--- src/prbs_lane_tx.sv ---
// prbs_lane_tx: one lane of the far-side serial transmitter, a prbs source with bit-flip injection.
// assumes it shares i_mclk with the receiver; bits change just after the rising edge.
`timescale 1ns/100ps
module prbs_lane_tx (
   // clock, reset
   input wire logic i_mclk,
   input wire logic i_sys_rst,
   // control
   input wire logic i_en,
   input wire logic [1:0] i_pat,
   input wire logic i_flip,
   // lane
   output logic o_valid,
   output logic o_bit
);
   logic [30:0] hist;
   logic next_bit;
   always_comb
   begin
      case (i_pat)
         2'b00: next_bit = hist[6] ^ hist[5];
         2'b01: next_bit = hist[14] ^ hist[13];
         default: next_bit = hist[30] ^ hist[27];
      endcase
   end
   // flipped bit enters the history, so one flip costs exactly one error
   always_ff @(posedge i_mclk)
   begin
      if (i_sys_rst)
      begin
         hist <= 31'h1234_5677;
         o_valid <= 1'b0;
         o_bit <= 1'b0;
      end
      else if (i_en)
      begin
         o_valid <= 1'b1;
         o_bit <= next_bit ^ i_flip;
         hist <= {hist[29:0], next_bit ^ i_flip};
      end
      else
      begin
         // idle line toggles so a stale bit never looks like data
         o_valid <= 1'b0;
         o_bit <= ~o_bit;
      end
   end
endmodule : prbs_lane_tx

--- config.mk ---
export PLATFORM = sky130hd
export DESIGN_NAME = prbs_lane_tx
export DESIGN_NICKNAME = d
export VERILOG_FILES = /design/src/prbs_lane_tx.sv
export SDC_FILE = /design/constraint.sdc
export NUM_CORES = 1
export LEC_CHECK = 0
export ABC_CLOCK_PERIOD_IN_PS = 1060
export BUFFER_PORTS_ARGS = -buffer_cell sky130_fd_sc_hd__buf_2
export CAP_MARGIN = 20
export CORE_UTILIZATION = 55
export CTS_BUF_LIST = sky130_fd_sc_hd__clkbuf_8
export CTS_CLUSTER_SIZE = 14
export DETAILED_ROUTE_END_ITERATION = 7
export PLACE_DENSITY = 0.76
export REMOVE_ABC_BUFFERS = 1
export SYNTH_ARGS = -nofsm -noshare
export SYNTH_HDL_FRONTEND = slang
export SYNTH_SLANG_ARGS = --single-unit
--- constraint.sdc ---
create_clock -name i_mclk -period 1.06 [get_ports i_mclk]
set_input_delay 0.106 -clock i_mclk [delete_from_list [all_inputs] [get_ports i_mclk]]
set_output_delay 0.106 -clock i_mclk [all_outputs]
set_load 0.02 [all_outputs]
==> results.txt, run 1 <==
# port buffers -> 7
share of the synthesized area in the top cell type -> 51.11%
cell taking the most area after synthesis -> dfxtp_1
leakage -> 0.6653 nW
WL final -> 2.271 mm
Post-Synthesis Cells -> 124
fill count -> 183
maximum clock insertion buffer count -> 2
Top FF cell, synth -> dfxtp_1
worst skew pair latency -> 280 ps
sequential element share of the synthesized area -> 51.11%
core box area -> 0.002212 sq mm
Die ar. -> 0.002548 sq mm
#FFs+latches synth -> 33
Design Power -> 2.572 mW
# hold bufs at CTS -> 0
Setup CP Type -> reg -> reg
violated checks -> setup timing
PwrDens -> 1734 mW/mm^2
CP Max Fanout -> 4
min Tclk post-route -> 1111 ps
Via density -> 5.333
Rel. slew slack -> 83.11%
Setup crit end kind -> flop
vias in the first global route -> 940
CTS Sinks -> 33
worst hold slack -> 274.8 ps
Sum Neg Setup Slack -> -89.04 ps
Layout Skew -> 3.526 ps
worst path cell trace -> xnor2_1, a22oi_2, and3_4, nor3_2
required time of the critical path -> 1230 ps
Worst EP arrival -> 1280 ps
initial antenna violation count -> 0
Die H -> 50.48 um
placed cells -> 156
status -> finished with violations
hpwl dp -> 1.500 mm
clk root buf -> clkbuf_8
Worst setup startpoint -> hist[6]
fraction of registers with async set/reset -> 0%
DP Worst Slack -> -4.041 ps
Largest stage delay, worst path -> 330 ps
Post-route DRC -> 0
Initial Util -> 58.43%
Boundary Pins -> 8
gr ovfl total -> 0
largest net degree at the start of global routing -> 28
Mapped Avg Cell Area -> 10.42 sq um
largest cells by area after synthesis -> dfxtp_1 (51%), mux2i_1 (12%), a211o_1 (8.8%), nor2_1 (5.8%), and2_1 (5.3%)
Hold Vio Cnt, Final -> 0
Post-Syn Area -> 0.001292 sq mm
Core Rows -> 17
Slew Viols, Final -> 0
RSZ-0062 raised after global routing -> true
Ant. Diodes -> 0
first-pass GRT wire length -> 3.960 mm
Tot GR Track Use -> 21.58%
Layout Cells excl Fill -> 165
most frequent cell after synthesis -> dfxtp_1
Final Net Count -> 143
post-synthesis cell type count -> 26
P&R area growth vs syn -> 14.81%
DRT Pass-1 Iters -> 3
Horiz. Die Dim -> 50.48 um
Slew @ Worst Pin -> 253.4 ps
Peak supply drop -> 1.390 mV
CP max-delay cell -> dfxtp_2
gpl congestion -> 0.7296
Reg clk slew, reported paths -> 60 ps
htree depth -> 2
hold path start -> i_sys_rst
HP Class -> in -> reg
fin crit share -> 104.8%
worst setup margin -> -50.60 ps
Final Setup Violations -> 2
top cells by count, synth -> dfxtp_1 (33), nor2_1 (20), mux2i_1 (16)
Iter 0 DRT Violations -> 5
TritonCTS clock tree -> yes
reg-to-reg critical path startpoint -> hist[6]
Routed Antenna Nets -> 0
Post-synth EDFFs -> 0
max-cap violation count -> 0
wire per inst -> 13.76 um
YS warnings -> 0
f_max -> 900.4 MHz
layout cell share with drive strength beyond 1 -> 24.09%
Num CTS Buffers -> 5
critical path startpoint category -> flop
Vias -> 880
==> per-stage QoR <==
stage | utilization [%] | instance area (sq um)
2_1_floorplan | - | 1236
3_3_place_gp | 61.65 | 1364
3_5_place_dp | 61.65 | 1364
4_1_cts | 65.67 | 1453
5_1_grt | 67.08 | 1484
6_report | 67.08 | 1484
==> critical path, delay by kind of cell (launching register included) <==
kind             cells  cell delay (ps)
XOR/XNOR             1              130
AO/OA/AOI/OAI        1              280
flip-flops           1              330
AND/OR/NAND/NOR      2              270
==> final timing paths <==
kind,slack (ps),endpoint,cells after the start
setup / recovery,-50,hist[0],4
hold / removal,270,hist[0],3
setup reg to reg,-50,hist[0],4
hold reg to reg,470,hist[1],1
==> area by class of cell <==
cell class,count,area [sq um],share of cell area [%]
multi-input cells,81,585.6,39.46
clock inverters,1,3.754,0.2530
clock buffers,6,82.58,5.565
repair buffers,15,107.6,7.251
flip-flops and latches,33,665.6,44.86
inverters,1,3.754,0.2530
well taps,28,35.03,2.361
==> timing repair <==
| action | in CTS | in global routing |
|---|---|---|
| setup buffers | 0 | 2 |
| resized for setup | 2 | 5 |
| endpoints found under the setup margin | 2 | 2 |
| pin swaps | 1 | 4 |
==> power breakdown <==
group          internal (mW)  total (mW)  switching [mW]
sequential              1.33        1.38          0.0474
combinational          0.144       0.287           0.143
clock                  0.504       0.906           0.401
==> flip-flops by register name, indices dropped and copies added (netlist names) <==
register,cells
hist,31
o_bit,1
o_valid,1
==> cell families (layout without fill, tap and decap cells) <==
logic type,count (synthesis),after routing,share of synthesized area [%]
flip-flops,33,33,51.11
multiplexers,16,16,12.39
buffers and inverters,10,23,4.646
AND/OR/NAND/NOR,44,44,17.91
AO/OA/AOI/OAI,18,18,11.91
XOR/XNOR,3,3,2.033
==> metal layers <==
metal	vias up	part of all wire (%)	GRT usage, %
li1	444	-	-
met1	424	46	22.92
met2	8	50	36.44
met3	4	2.6	9.091
met4	0	1.2	10.65
met5	-	0	0
==> placed cells by master (no fill, tap or decap) <==
| master | synthesis | layout |
|---|---|---|
| clkbuf_8 | 0 | 6 |
| a211o_2 | 1 | 1 |
| a211o_1 | 13 | 13 |
| buf_12 | 0 | 1 |
| a22oi_2 | 1 | 1 |
| xnor2_1 | 3 | 3 |
| o21ai_0 | 1 | 1 |
| nor2_1 | 20 | 20 |
| or3_1 | 1 | 1 |
| nand2_1 | 2 | 2 |
| nor3_2 | 2 | 3 |
| and3_4 | 0 | 1 |
| and2_1 | 11 | 11 |
| a21oi_1 | 1 | 1 |
| and2_2 | 1 | 1 |
| dfxtp_2 | 0 | 4 |
| dfxtp_1 | 33 | 29 |
| and3b_1 | 1 | 1 |
| nor2b_1 | 3 | 3 |
| mux2i_1 | 16 | 16 |
| inv_1 | 1 | 2 |
| buf_4 | 3 | 7 |
| o31ai_2 | 0 | 1 |
| buf_2 | 2 | 7 |
| nand2b_1 | 1 | 1 |
(Power assumes the default switching activity.)
==> inputs of run 2 (changes only) <==
- ABC_CLOCK_PERIOD_IN_PS: 1060 -> 900
- clock period: 1.06 -> 0.9 ns (I/O delays scaled with it)
==> run 2 against run 1 <==
  * The run still ends with setup timing left
  * Die area is the same
  * Critical path type unchanged
  * Global-route usage grew 0.85 points
  * Worst setup slack lost 160 ps
  * Flip-flop and latch count is the same
==> results.txt, run 2 (synthesized netlist as in run 1, its figures left out) <==
WP buf/inv -> 0 (unchanged)
Ant. Diodes -> 0 (unchanged)
flop2flop setup slack -> -210 ps (was -50 ps)
first-pass GRT wire length -> 4.036 mm (was 3.960 mm)
Largest regs -> hist x31, o_bit x1, o_valid x1 (unchanged)
CTS Sinks -> 33 (unchanged)
Layout Skew -> 8.186 ps (was 3.526 ps)
critical path depth -> 4 (unchanged)
WL final -> 2.457 mm (was 2.271 mm)
Horiz. Die Dim -> 50.48 um (unchanged)
Setup crit end kind -> flop (unchanged)
reg-to-reg critical path startpoint -> hist[6] (unchanged)
violated checks -> setup timing (unchanged)
worst skew pair latency -> 280 ps (about the same)
critical path startpoint category -> flop (unchanged)
Setup CP Type -> reg -> reg (unchanged)
RSZ-0062 raised after global routing -> true (unchanged)
layout cell share with drive strength beyond 1 -> 29.66% (was 24.09%)
Boundary Pins -> 8 (unchanged)
worst setup margin -> -212.6 ps (was -50.60 ps)
Final Net Count -> 150 (was 143)
htree depth -> 2 (unchanged)
worst r2r path cells -> 4 (unchanged)
P&R area growth vs syn -> 22.17% (was 14.81%)
Worst setup startpoint -> hist[6] (unchanged)
largest net degree at the start of global routing -> 27 (was 28)
Peak supply drop -> 1.927 mV (was 1.390 mV)
vias in the first global route -> 923 (was 940)
# port buffers -> 7 (unchanged)
Vias -> 930 (was 880)
status -> finished with violations (unchanged)
Die H -> 50.48 um (unchanged)
leakage -> 0.7179 nW (was 0.6653 nW)
Design Power -> 3.223 mW (was 2.572 mW)
worst hold slack -> 225.6 ps (was 274.8 ps)
Slew Viols, Final -> 0 (unchanged)
# hold bufs at CTS -> 0 (unchanged)
HP Class -> in -> reg (unchanged)
Largest stage delay, worst path -> 330 ps (about the same)
commonest non-fill, non-tap cell in the layout -> dfxtp_1 (unchanged)
initial antenna violation count -> 0 (unchanged)
hold path start -> i_sys_rst (unchanged)
Die ar. -> 0.002548 sq mm (unchanged)
min Tclk post-route -> 1113 ps (was 1111 ps)
f_max -> 898.8 MHz (was 900.4 MHz)
Num CTS Buffers -> 5 (unchanged)
Iter 0 DRT Violations -> 9 (was 5)
Largest Register -> hist (unchanged)
gpl congestion -> 0.7212 (was 0.7296)
DP Worst Slack -> -149.1 ps (was -4.041 ps)
hpwl dp -> 1.522 mm (was 1.500 mm)
wire per inst -> 14.20 um (was 13.76 um)
most frequent cells in the layout -> dfxtp_1 (29), nor2_1 (20), mux2i_1 (16) (unchanged)
worst path cell trace -> xnor2_1, a22oi_2, and3_4, nor3_2 (unchanged)
required time of the critical path -> 1080 ps (was 1230 ps)
PwrDens -> 2041 mW/mm^2 (was 1734 mW/mm^2)
CP max-delay cell -> dfxtp_2 (unchanged)
Via density -> 5.376 (was 5.333)
placed cells -> 164 (was 156)
Core Rows -> 17 (unchanged)
core box area -> 0.002212 sq mm (unchanged)
gr ovfl total -> 0 (unchanged)
CP Max Fanout -> 4 (unchanged)
maximum clock insertion buffer count -> 2 (unchanged)
Sum Neg Setup Slack -> -610.9 ps (was -89.04 ps)
Layout Cells excl Fill -> 173 (was 165)
worst setup path end -> hist[0] (unchanged)
max FFs per register -> 31 (unchanged)
clk root buf -> clkbuf_8 (unchanged)
placed cell area -> 0.001436 sq mm (was 0.001364 sq mm)
R2R Path End -> hist[0] (unchanged)
fin crit share -> 123.6% (was 104.8%)
Rel. slew slack -> 82.80% (was 83.11%)
Post-route DRC -> 0 (unchanged)
Routed Antenna Nets -> 0 (unchanged)
Finished Core Util -> 71.38% (was 67.08%)
DRT Pass-1 Iters -> 3 (unchanged)
TritonCTS clock tree -> yes (unchanged)
Final Setup Violations -> 6 (was 2)
max-cap violation count -> 0 (unchanged)
Slew @ Worst Pin -> 258.1 ps (was 253.4 ps)
Tot GR Track Use -> 22.44% (was 21.58%)
Worst EP arrival -> 1290 ps (was 1280 ps)
Hold Vio Cnt, Final -> 0 (unchanged)
Initial Util -> 58.43% (unchanged)
Finished Cell Area -> 0.001579 sq mm (was 0.001484 sq mm)
CP top delay family -> flip-flops (unchanged)
Reg clk slew, reported paths -> 70 ps (was 60 ps)
[run 2: layout make-up]
| cell class | count | area [sq um] |
|---|---|---|
| Clock buffer | 7 | 96.34 |
| Clock inverter | 1 | 5.005 |
| Fill cell | 172 | 633.1 |
| Inverter | 1 | 3.754 |
| Multi-Input combinational cell | 81 | 586.8 |
| Sequential cell | 33 | 665.6 |
| Tap cell | 28 | 35.03 |
| Timing Repair Buffer | 22 | 186.4 |
[run 2: routing by layer]
layer  global-route usage (%)  wire length [um]  vias to the layer above
li1                         -                 -                      462
met5                        0                 0                        -
met4                    11.11                53                        0
met1                    25.10              1099                      450
met3                    10.00                80                        6
met2                    36.00              1224                       12
[run 2: report_power, final]
group | switching (mW) | total [mW] | internal [mW]
logic | 0.183 | 0.392 | 0.209
registers | 0.0540 | 1.62 | 1.57
clock network | 0.517 | 1.21 | 0.690
[run 2: worst min path at each step]
stage | to | slack [ps] | depth (start not counted)
after floorplan | o_valid | 160 | 1
after global placement | hist[21] | 430 | 1
after detailed placement | hist[21] | 450 | 1
after CTS | o_bit | 230 | 4
after global routing | hist[0] | 230 | 3
final | hist[0] | 230 | 3
[run 2: tightest hold or removal path: stages]
cell     delay, ps
buf_2          180
o31ai_2        110
nor3_2          90
[run 2: timing repair]
| item | in CTS | in global routing |
|---|---|---|
| resized for setup | 9 | 5 |
| pin swaps | 2 | 5 |
| hold endpoints to repair | 0 | 0 |
| setup endpoints to repair | 5 | 7 |
| gates cloned | 0 | 0 |
| buffers inserted | 1 | 1 |
